File: src/verilog/frt_pkg.sv
/*
 * Constants for the free-running timer with input capture: register
 * offsets, field positions, reset values and prescaler settings.
 * Assumes a byte-wide register port and a single core clock.
 */
// Functional notes
// - 16-bit up-counter, prescaler divides 2/4/8
// - absent timer inputs read as one
// - two count register pairs; alternate keeps flag
// - count low-byte write reloads FFFCh
// - both clock-select bits choose external clock
// - high byte read first latches low byte
// - latched low byte frozen until low read
// - lone low read returns live count
// - wrap FFFFh to 0000h sets overflow flag
// - overflow irq needs enable and clear mask
// - overflow flag clears: status read, low access
// - counter runs on in wait state
// - halt stops counter, resumes held count
// - edge-select bit picks external clock edge
// - external edges synchronised, four cycles apart; code samples the pin unsynchronised
// - capture edge copies count, sets flag
// - per-channel capture edge-select bits
// - capture irq needs enable and clear mask
// - capture flag clears: status read, low read; code also clears on a low-byte write
// - capture high read blocks new transfers
// - capture register holds most recent capture
// - halt capture only arms; flag at wake
package frt_pkg;

    // ---------------------------------------------------------------
    // register offsets
    // ---------------------------------------------------------------
    localparam logic [3:0] CTRL1_ADDR    = 4'h0;
    localparam logic [3:0] CTRL2_ADDR    = 4'h1;
    localparam logic [3:0] STATUS_ADDR   = 4'h2;
    localparam logic [3:0] CAP1_HI_ADDR  = 4'h3;
    localparam logic [3:0] CAP1_LO_ADDR  = 4'h4;
    localparam logic [3:0] CNT_HI_ADDR   = 4'h5;
    localparam logic [3:0] CNT_LO_ADDR   = 4'h6;
    localparam logic [3:0] ACNT_HI_ADDR  = 4'h7;
    localparam logic [3:0] ACNT_LO_ADDR  = 4'h8;
    localparam logic [3:0] CAP2_HI_ADDR  = 4'h9;
    localparam logic [3:0] CAP2_LO_ADDR  = 4'ha;

    // ---------------------------------------------------------------
    // field positions
    // ---------------------------------------------------------------
    localparam int CTRL1_CAPIE_BIT = 7;
    localparam int CTRL1_OVFIE_BIT = 5;
    localparam int CTRL1_EDGE1_BIT = 1;
    localparam int CTRL2_CSHI_BIT  = 3;
    localparam int CTRL2_CSLO_BIT  = 2;
    localparam int CTRL2_EDGE2_BIT = 1;
    localparam int CTRL2_EXT_CLOCK_EDGE_SELECT_BIT = 0;
    localparam int STAT_CAP1_BIT   = 7;
    localparam int STAT_CAP2_BIT   = 4;
    localparam int STAT_OVF_BIT    = 5;

    // ---------------------------------------------------------------
    // reset values and counts
    // ---------------------------------------------------------------
    localparam logic [15:0] COUNT_RELOAD = 16'hfffc;
    localparam logic [7:0]  CTRL_RESET   = 8'h00;
    localparam logic [2:0]  DIV2_MASK    = 3'h1;
    localparam logic [2:0]  DIV4_MASK    = 3'h3;
    localparam logic [2:0]  DIV8_MASK    = 3'h7;

endpackage : frt_pkg

File: src/verilog/free_running_timer.sv
/*
 * Free-running 16-bit timer with prescaler, external clock input,
 * two input capture channels and buffered byte reads.
 * Assumes pins synchronous to core_clk and a one-cycle read latency
 * register port. Halt and wait levels come from the power controller.
 */
`timescale 1ns/1ps
module free_running_timer
    import frt_pkg::*;
#(
    parameter bit HAS_EXT_COUNT_CLOCK_PIN = 1'b1,
    parameter bit HAS_CAP2    = 1'b1
) (
    input  wire logic       core_clk,
    input  wire logic       rst,
    input  wire logic [3:0] regAddr,
    input  wire logic [7:0] regWrData,
    input  wire logic       regWr,
    input  wire logic       regRd,
    output logic      [7:0] regRdData,
    input  wire logic       extCountClockPin,
    input  wire logic       captureInputPin1,
    input  wire logic       captureInputPin2,
    input  wire logic       haltState,
    input  wire logic       waitState,
    input  wire logic       globalIrqMask,
    output logic            timerIrq
);

    // ---------------------------------------------------------------
    // control registers
    // ---------------------------------------------------------------
    logic [7:0]  firstControlReg;
    logic [7:0]  secondControlReg;
    logic [15:0] count;
    logic [7:0]  lowBuffer;
    logic        lowBuffered;
    logic        overflowFlag;
    logic [1:0]  captureFlag;
    logic [1:0]  captureArmed;
    logic [1:0]  captureBlocked;
    logic [15:0] captureValue [2];
    logic        ovfArmed;
    logic [1:0]  capClearArmed;
    logic [2:0]  prescale;
    logic        extPrev;
    logic [1:0]  capPrev;
    logic [1:0]  extGap;

    wire logic wrAcc = regWr;
    wire logic rdAcc = regRd;

    always_ff @(posedge core_clk) begin
        if (rst) begin
            firstControlReg  <= CTRL_RESET;
            secondControlReg <= CTRL_RESET;
        end else if (wrAcc && regAddr == CTRL1_ADDR) begin
            firstControlReg <= regWrData;
        end else if (wrAcc && regAddr == CTRL2_ADDR) begin
            secondControlReg <= regWrData;
        end
    end

    // ---------------------------------------------------------------
    // input sampling
    // ---------------------------------------------------------------
    // pins not bonded out read as one
    wire logic extIn = HAS_EXT_COUNT_CLOCK_PIN ? extCountClockPin : 1'b1;
    wire logic [1:0] capIn = {HAS_CAP2 ? captureInputPin2 : 1'b1,
                              captureInputPin1};

    always_ff @(posedge core_clk) begin
        if (rst) begin
            extPrev <= 1'b1;
            capPrev <= 2'h3;
        end else begin
            extPrev <= extIn;
            capPrev <= capIn;
        end
    end

    // edges count only once a real sample sits in the previous-value flops;
    // a pin resting low through reset would otherwise fake a falling edge
    logic inputsPrimed;
    always_ff @(posedge core_clk) begin
        if (rst) begin
            inputsPrimed <= 1'b0;
        end else begin
            inputsPrimed <= 1'b1;
        end
    end

    wire logic clkSelHi = secondControlReg[CTRL2_CSHI_BIT];
    wire logic clkSelLo = secondControlReg[CTRL2_CSLO_BIT];
    wire logic extMode  = clkSelHi && clkSelLo;
    wire logic extEdgeSel = secondControlReg[CTRL2_EXT_CLOCK_EDGE_SELECT_BIT];
    // edge select 1 = rising, 0 = falling
    wire logic extEdge = inputsPrimed && (extEdgeSel ? (extIn && !extPrev)
                                                     : (!extIn && extPrev));

    // ---------------------------------------------------------------
    // prescaler and counter
    // ---------------------------------------------------------------
    logic [2:0] divMask;
    always_comb begin
        unique case ({clkSelHi, clkSelLo})
            2'b00:   divMask = DIV4_MASK;
            2'b01:   divMask = DIV2_MASK;
            default: divMask = DIV8_MASK;
        endcase
    end

    // halt freezes the divider too; wait leaves everything running
    wire logic running = !haltState;

    always_ff @(posedge core_clk) begin
        if (rst) begin
            prescale <= 3'h0;
        end else if (running) begin
            prescale <= prescale + 3'h1;
        end
    end

    // guard spacing on external edges; the source must keep four cycles
    always_ff @(posedge core_clk) begin
        if (rst) begin
            extGap <= 2'h0;
        end else if (extMode && extEdge && extGap == 2'h0) begin
            extGap <= 2'h3;
        end else if (extGap != 2'h0) begin
            extGap <= extGap - 2'h1;
        end
    end

    wire logic tick = running && (extMode ? (extEdge && extGap == 2'h0)
                                          : ((prescale & divMask) == divMask));
    wire logic cntLoWrite = wrAcc && (regAddr == CNT_LO_ADDR || regAddr == ACNT_LO_ADDR);
    wire logic wrap = tick && count == 16'hffff;

    always_ff @(posedge core_clk) begin
        if (rst) begin
            count <= COUNT_RELOAD;
        end else if (cntLoWrite) begin
            count <= COUNT_RELOAD;
        end else if (tick) begin
            count <= count + 16'h0001;
        end
    end

    // ---------------------------------------------------------------
    // buffered counter read
    // ---------------------------------------------------------------
    wire logic cntHiRd = rdAcc && (regAddr == CNT_HI_ADDR || regAddr == ACNT_HI_ADDR);
    wire logic cntLoRd = rdAcc && (regAddr == CNT_LO_ADDR || regAddr == ACNT_LO_ADDR);

    always_ff @(posedge core_clk) begin
        if (rst) begin
            lowBuffered <= 1'b0;
            lowBuffer   <= 8'h00;
        end else if (cntHiRd && !lowBuffered) begin
            lowBuffered <= 1'b1;
            lowBuffer   <= count[7:0];
        end else if (cntLoRd) begin
            lowBuffered <= 1'b0;
        end
    end

    // ---------------------------------------------------------------
    // overflow flag
    // ---------------------------------------------------------------
    wire logic statusRd = rdAcc && regAddr == STATUS_ADDR;
    // alternate low byte is deliberately absent here
    wire logic primLoAcc = (wrAcc || rdAcc) && regAddr == CNT_LO_ADDR;

    always_ff @(posedge core_clk) begin
        if (rst) begin
            ovfArmed <= 1'b0;
        end else if (statusRd) begin
            ovfArmed <= overflowFlag;
        end else if (primLoAcc) begin
            ovfArmed <= 1'b0;
        end
    end

    always_ff @(posedge core_clk) begin
        if (rst) begin
            overflowFlag <= 1'b0;
        end else if (wrap) begin
            overflowFlag <= 1'b1;
        end else if (primLoAcc && ovfArmed) begin
            overflowFlag <= 1'b0;
        end
    end

    // ---------------------------------------------------------------
    // capture channels
    // ---------------------------------------------------------------
    logic [1:0] capEdgeSel;
    assign capEdgeSel = {secondControlReg[CTRL2_EDGE2_BIT],
                         firstControlReg[CTRL1_EDGE1_BIT]};

    for (genvar i = 0; i < 2; i++) begin : gCap
        wire logic [3:0] hiAddr = (i == 0) ? CAP1_HI_ADDR : CAP2_HI_ADDR;
        wire logic [3:0] loAddr = (i == 0) ? CAP1_LO_ADDR : CAP2_LO_ADDR;
        wire logic edgeSeen = inputsPrimed && (capEdgeSel[i] ? (capIn[i] && !capPrev[i])
                                                             : (!capIn[i] && capPrev[i]));
        wire logic hiRd = rdAcc && regAddr == hiAddr;
        wire logic loRd = rdAcc && regAddr == loAddr;
        wire logic loAcc = (rdAcc || wrAcc) && regAddr == loAddr;
        // while blocked the edge is dropped, the old value stays coherent
        wire logic take = edgeSeen && !captureBlocked[i] && !captureArmed[i];
        // halted: arm once, keep the first edge's count, flag at wake
        wire logic wake = captureArmed[i] && !haltState;

        always_ff @(posedge core_clk) begin
            if (rst) begin
                captureBlocked[i] <= 1'b0;
            end else if (hiRd) begin
                captureBlocked[i] <= 1'b1;
            end else if (loRd) begin
                captureBlocked[i] <= 1'b0;
            end
        end

        always_ff @(posedge core_clk) begin
            if (rst) begin
                captureValue[i] <= 16'h0000;
            end else if (take) begin
                captureValue[i] <= count;
            end
        end

        always_ff @(posedge core_clk) begin
            if (rst) begin
                captureArmed[i] <= 1'b0;
            end else if (take && haltState) begin
                captureArmed[i] <= 1'b1;
            end else if (wake) begin
                captureArmed[i] <= 1'b0;
            end
        end

        always_ff @(posedge core_clk) begin
            if (rst) begin
                capClearArmed[i] <= 1'b0;
            end else if (statusRd) begin
                capClearArmed[i] <= captureFlag[i];
            end else if (loAcc) begin
                capClearArmed[i] <= 1'b0;
            end
        end

        always_ff @(posedge core_clk) begin
            if (rst) begin
                captureFlag[i] <= 1'b0;
            end else if ((take && !haltState) || wake) begin
                captureFlag[i] <= 1'b1;
            end else if (loAcc && capClearArmed[i]) begin
                captureFlag[i] <= 1'b0;
            end
        end
    end

    // ---------------------------------------------------------------
    // interrupt request
    // ---------------------------------------------------------------
    wire logic ovfReq = overflowFlag && firstControlReg[CTRL1_OVFIE_BIT];
    wire logic capReq = (|captureFlag) && firstControlReg[CTRL1_CAPIE_BIT];
    // flags stay pending while masked, so the line rises once unmasked
    assign timerIrq = (ovfReq || capReq) && !globalIrqMask;

    // ---------------------------------------------------------------
    // read data
    // ---------------------------------------------------------------
    logic [7:0] next_rdData;
    always_comb begin
        next_rdData = 8'h00;
        unique case (regAddr)
            CTRL1_ADDR:   next_rdData = firstControlReg;
            CTRL2_ADDR:   next_rdData = secondControlReg;
            STATUS_ADDR: begin
                next_rdData[STAT_CAP1_BIT] = captureFlag[0];
                next_rdData[STAT_CAP2_BIT] = captureFlag[1];
                next_rdData[STAT_OVF_BIT]  = overflowFlag;
            end
            CNT_HI_ADDR,
            ACNT_HI_ADDR: next_rdData = count[15:8];
            CNT_LO_ADDR,
            ACNT_LO_ADDR: next_rdData = lowBuffered ? lowBuffer : count[7:0];
            CAP1_HI_ADDR: next_rdData = captureValue[0][15:8];
            CAP1_LO_ADDR: next_rdData = captureValue[0][7:0];
            CAP2_HI_ADDR: next_rdData = captureValue[1][15:8];
            CAP2_LO_ADDR: next_rdData = captureValue[1][7:0];
            default:      next_rdData = 8'h00;
        endcase
    end

    always_ff @(posedge core_clk) begin
        if (rst) begin
            regRdData <= 8'h00;
        end else if (rdAcc) begin
            regRdData <= next_rdData;
        end else begin
            regRdData <= 8'h00;
        end
    end

    // waitState has no effect on the timer by design
    logic unusedWait;
    assign unusedWait = waitState;

endmodule : free_running_timer

File: config.mk
export PLATFORM = sky130hd
export DESIGN_NAME = free_running_timer
export DESIGN_NICKNAME = d
export VERILOG_FILES = /design/src/verilog/frt_pkg.sv /design/src/verilog/free_running_timer.sv
export SDC_FILE = /design/constraint.sdc
export NUM_CORES = 1
export LEC_CHECK = 0
export BUFFER_PORTS_ARGS = -buffer_cell sky130_fd_sc_hd__buf_2
export CAP_MARGIN = 20
export CORE_ASPECT_RATIO = 0.9
export CORE_MARGIN = 2
export CORE_UTILIZATION = 40
export DETAILED_ROUTE_END_ITERATION = 8
export REMOVE_ABC_BUFFERS = 1
export SETUP_SLACK_MARGIN = 0.05
export SLEW_MARGIN = 20
export SYNTH_ARGS = -nofsm -noshare
export SYNTH_HDL_FRONTEND = slang
export SYNTH_SLANG_ARGS = --single-unit
File: constraint.sdc
create_clock -name core_clk -period 3.4 [get_ports core_clk]
set_input_delay 0.34 -clock core_clk [delete_from_list [all_inputs] [get_ports core_clk]]
set_output_delay 0.34 -clock core_clk [all_outputs]
set_load 0.01 [all_outputs]
Word level (Yosys, flattened, before mapping) --
Memory sizes are Yosys's and may differ from the RTL's. Index checks and enable logic that the tools add are counted.
Storage, ports and cells: register bits 68, bits in latches 0, RAM bits 32, ROM bits 0, input bits 22, output and inout bits 9, logic and storage cells 174, memories kept 1
Cells by class: add/sub/neg operators 3, multiply operators 0, div/mod/pow operators 0, order comparisons 0, equality and inequality tests 13, shift operators 0, muxes and demuxes 45, bitwise operators 5, reduce and logical (&&, ||, !) cells 86
Memory list:
- captureValue | depth 2, width 16, rd ports 2, clocked after Yosys merged registers in 0, wr ports 2, RTL line free_running_timer.sv:42 | logic [15:0] captureValue [2];
Operator list (number):
- logical AND 1 bit | 45
- 2-to-1 mux 1 bit | 35
- 2-to-1 mux 16 bit | 2
- case mux 4 bit (8 select lines) | 1
- nonzero test 2 bit | 13
- case mux 2 bit (9 select lines) | 1
- adder 16 x 1 -> 16 bit, second input constant | 1
- == test 16 bit, second input constant | 1
- == test 4 x 3 -> 1 bit, second input constant | 4
- logical NOT 1 bit | 13
- == test 4 bit, second input constant | 3
- OR reduction 2 bit | 5
- case mux 1 bit (9 select lines) | 1
- == test 4 x 2 -> 1 bit, second input constant | 2
- 2-to-1 mux 8 bit | 1
- case mux 1 bit (8 select lines) | 1
- logical OR 1 bit | 6
- case mux 3 bit (2 select lines) | 1
- == test 4 x 1 -> 1 bit, second input constant | 1
- logical NOT 2 bit | 2
- logical NOT 4 bit | 1
- 2-to-1 mux 2 bit | 2
- adder 3 x 1 -> 3 bit, second input constant | 1
- bitwise AND 3 bit | 1
- other kinds (6) | 8

Depth between registers and ports, before layout --
depth in word-level cells 10, gate-level depth with buffers 7

Least setup slack after synthesis --
OpenSTA, ideal clock, no wires.
kind input port to flip-flop, from input port captureInputPin1, to memory captureValue[0][0], enable pin, arrival time 1855 ps, required time 2989 ps, setup slack 1134 ps, cell stages on the path 3, path buffers 0, path through nor3b_1 -> o21ai_0 -> o21ai_0
RTL lines:
- from (decl) | RTL line free_running_timer.sv:22 | input wire logic captureInputPin1,
- to (decl) | RTL line free_running_timer.sv:42

Final worst setup path --
from input port regAddr[2], to register lowBuffer[2]
Between the ends: longest elaborated chain between the ends 4, elaborated cells on any way between the ends 5, those cells by class eq/ne: 2; reduce/logical: 3
RTL lines:
- from (decl) | RTL line free_running_timer.sv:16 | input wire logic [3:0] regAddr,
- == test 4 x 3 -> 1 bit | RTL line free_running_timer.sv:153 | wire logic cntHiRd = rdAcc && (regAddr == CNT_HI_ADDR || regAddr == ACNT_HI_ADDR);
- logical OR 1 bit (*) | RTL line free_running_timer.sv:153
- logical AND 1 bit (*) | RTL line free_running_timer.sv:153
- logical AND 1 bit (*) | RTL line free_running_timer.sv:160 | end else if (cntHiRd && !lowBuffered) begin
- to (signal assigned) | RTL line free_running_timer.sv:162 | lowBuffer <= count[7:0];
- to (decl) | RTL line free_running_timer.sv:36 | logic [7:0] lowBuffer;
Every way passes the cells marked *; elsewhere a longest branch is shown, timed or not. A chain may end at the register's enable or synchronous reset.

==> results.md <==
- TritonCTS clock tree: yes
- Die area: 13120 µm²
- Register bit count reported by yosys: 100
- Final Hold Viols: 0
- # clock sinks: 100
- RSZ-0062 raised after global routing: false
- I/O pin total: 31
- WL final: about 12000 µm
- Slew Viols, Final: 0
- Worst IR drop on VDD: about 0.00025 V
- GRT Total Usage: between 10% and 20%
- Root Driver: clkbuf_16
- Dpl ws: around 0.94 ns
- Post-route DRC: 0
- Row cnt: 38
- Antenna diodes: 0
- FF-to-FF Start: secondControlReg[0]
- Reg2Reg Capture Point: count[2]
- Worst reg2reg setup slack: 1.34 ns
- Worst EP arrival: 2.34 ns
- # setup viols final: 0
- Setup tns final: 0 ns
- Hold path startpoint: captureInputPin1
- WL/cell: 18.25 µm
- Library cells used by synthesis: 58
- Largest net degree at the start of global routing: 38
- Router iterations before antenna repair: 5
- Post-route ant nets: 0
- Post-synthesis sequential area ratio: between 40% and 50%
- Final core utilization: ~46%
- FFs w/ async S/R, synth: 0%
- CP Cell Sequence: buf_2 -> nor2b_1 -> and4b_1 -> mux2i_1 -> nor2_1
- Area leader, netlist: dfxtp_1
- Global-route wire length before repair: ~20000 µm
- Startpoint types: primary input
- Rel. slew slack: ~52%
- CTS resizes: 0
- Leakage: between 2 and 2.5 nW
- Status: completed
- Final Net Count: approximately 530
- Inserted Clock Buffers: 9
- H-tree levels: 3
- Synthesized cell area: 4888 µm²
- Routability congestion estimate: 0.8735
- Post-synth EDFFs: 32
- Chip Width: ~120 µm
- Antenna violations before repair: 0
- Crit path max-delay family: simple AND/OR/NAND/NOR gates
- Top-area cell type share of the netlist area: around 28%
- Slowest CP cell: and4b_1
- Non-Filler Instances: 674
- Setup repair bufs after CTS: 0
- R2R cell count: 4
- Deepest clock path buffer count: 2
- Initial DRC Count: 244
- Syn Inst Count: 492
- Fin Clk Skew: about 0.0060 ns
- Min-delay worst type: in -> reg
- Post-DP HPWL: about 8500 µm
- Area grow syn2layout: 12.16%
- Hold endpoint: capPrev[0]
- Prevailing post-synth register cell: dfxtp_1
- Most frequent cells in the layout: 68 x dfxtp_1, 45 x mux2i_1, 38 x nor2_1, 34 x and2_1, 32 x edfxtp_1
- Crit-path max FO: 33
- Max-Cap Viols: 0
- Worst path bufs/invs: 1
- Worst skew pair latency: approximately 0.35 ns
- Dpl cells: roughly 660
- FMAX: approximately 470 MHz
- Largest stage delay on the critical path: 0.65 ns
- Min Tclk post-route: 2.132 ns
- Final worst slack: 1.268 ns
- Hold_buf cts: 0
- IO buf count: 29
- Synthesis Warnings: 0
- CORE AREA: around 12000 µm²
- Worst slew pin tran: a little over 0.7 ns
- Vias: around 3700
- Pwr dens: roughly 480 nW/µm²
- Hold Crit Depth: 2
- Critical path type: in -> reg
- Vias in the first global route: 3733
- Gr ovfl total: 0
- Commonest non-fill, non-tap cell in the layout: dfxtp_1
- Via/cell ratio: between 5 and 6
- Share of cells above drive strength 1: between 10 and 15%
- Crit. End Element: register
- Worst Path Required: roughly 3.6 ns
- DIE HEIGHT: between 100 and 150 µm
- Clk slew on worst S/H paths: ~0.070 ns
- Initial Utilization: 40.80%
- Final Cycle Share: between 60 and 70%
- Ranking of synthesized cells by area: dfxtp_1 28%, edfxtp_1 20%, mux2i_1 9.2%, and2_1 4.4%, mux2_2 3.0%
- Avg Inst Size Synth: 9.936 µm²
## worst max-delay path by stage
| stage | from | endpoint | slack, ns | depth (start not counted) |
|---|---|---|---|---|
| 3_5_place_dp | regAddr[2] | lowBuffer[7] | 0.94 | 5 |
| 6_report | regAddr[2] | lowBuffer[2] | 1.27 | 5 |
| 5_1_grt | regAddr[2] | lowBuffer[5] | 1.15 | 5 |
| 4_1_cts | regAddr[2] | lowBuffer[7] | 1.31 | 5 |
| 3_3_place_gp | regAddr[2] | lowBuffer[0] | 1.00 | 5 |
| 2_1_floorplan | captureInputPin1 | captureValue[0][0] | 1.13 | 3 |
## cells in the mapped netlist, types with 3 or more instances
cell type  count
mux2i_1       45
dfxtp_1       68
edfxtp_1      32
nor2_1        38
mux2_2        13
a2bb2oi_1      4
nand2_1       22
a22oi_1        8
buf_2          3
nand4_1        4
a31oi_1        6
ha_1           3
o21bai_1       3
a21oi_1       24
or2_2          7
a211oi_1       6
and2_1        34
nand3_1       23
nor4bb_1       3
o22a_1         3
clkbuf_1      18
nor3b_1       19
nand2b_1       4
and3_1         4
nor2b_1        9
o21ai_0       12
a32oi_1        3
o21a_1         3
nor3_1        21
inv_1          7
buf_1          8
## logic make-up (layout without fill, tap and decap cells)
group           Yosys count  count (layout)  share of synthesized area, %
buf+inv                  38              60                         3.148
compound gates           92              92                         13.54
mux                      58              58                         12.21
simple gates            199             199                         22.47
xor+xnor                  2               2                        0.3584
fa+ha+maj                 3               3                        0.7679
flops                   100             100                         47.50
## area by class of cell
class	instances	area [µm²]
clock buffers	10	250.2
clock inverters	6	70.07
fillers	1189	6499
inverters	8	30.03
multi-input cells	354	2412
flip-flops and latches	100	2322
well taps	160	200.2
repair buffers	36	197.7
## stage by stage
stage          power, W  hold slack, ns  cell area (µm²)
6_report       0.002637          0.2089             5483
3_3_place_gp   0.001578          0.4549             5162
2_1_floorplan  0.001485          0.4091             4765
4_1_cts        0.002669          0.1991             5483
3_5_place_dp   0.001591          0.4669             5162
5_1_grt        0.002748          0.2091             5483
## power by group
| part | internal (W) | total (W) | switching [W] |
|---|---|---|---|
| clock | 0.000619 | 0.00108 | 0.000457 |
| combinational | 0.0000974 | 0.000246 | 0.000149 |
| sequential | 0.00129 | 0.00132 | 0.0000269 |
## metal layers
layer  wire length [µm]  GRT usage [%]  part of all wire, %  vias up
met1               5493          24.90                   45     1799
met5                  0              0                    0        -
met4                165          4.734                  1.3        0
met3                821          5.962                  6.7       13
met2               5818          33.66                   47       74
li1                   -              -                    -     1835
## flip-flops by register name, summed over array words and instances (netlist names)
register	flops
lowBuffer	8
extGap	2
prescale	3
firstControlReg	8
captureValue	32
lowBuffered	1
capClearArmed	2
count	16
regRdData	8
inputsPrimed	1
captureArmed	2
captureBlocked	2
extPrev	1
ovfArmed	1
secondControlReg	8
capPrev	2
captureFlag	2
overflowFlag	1
Power figures use the tool's default switching activity.
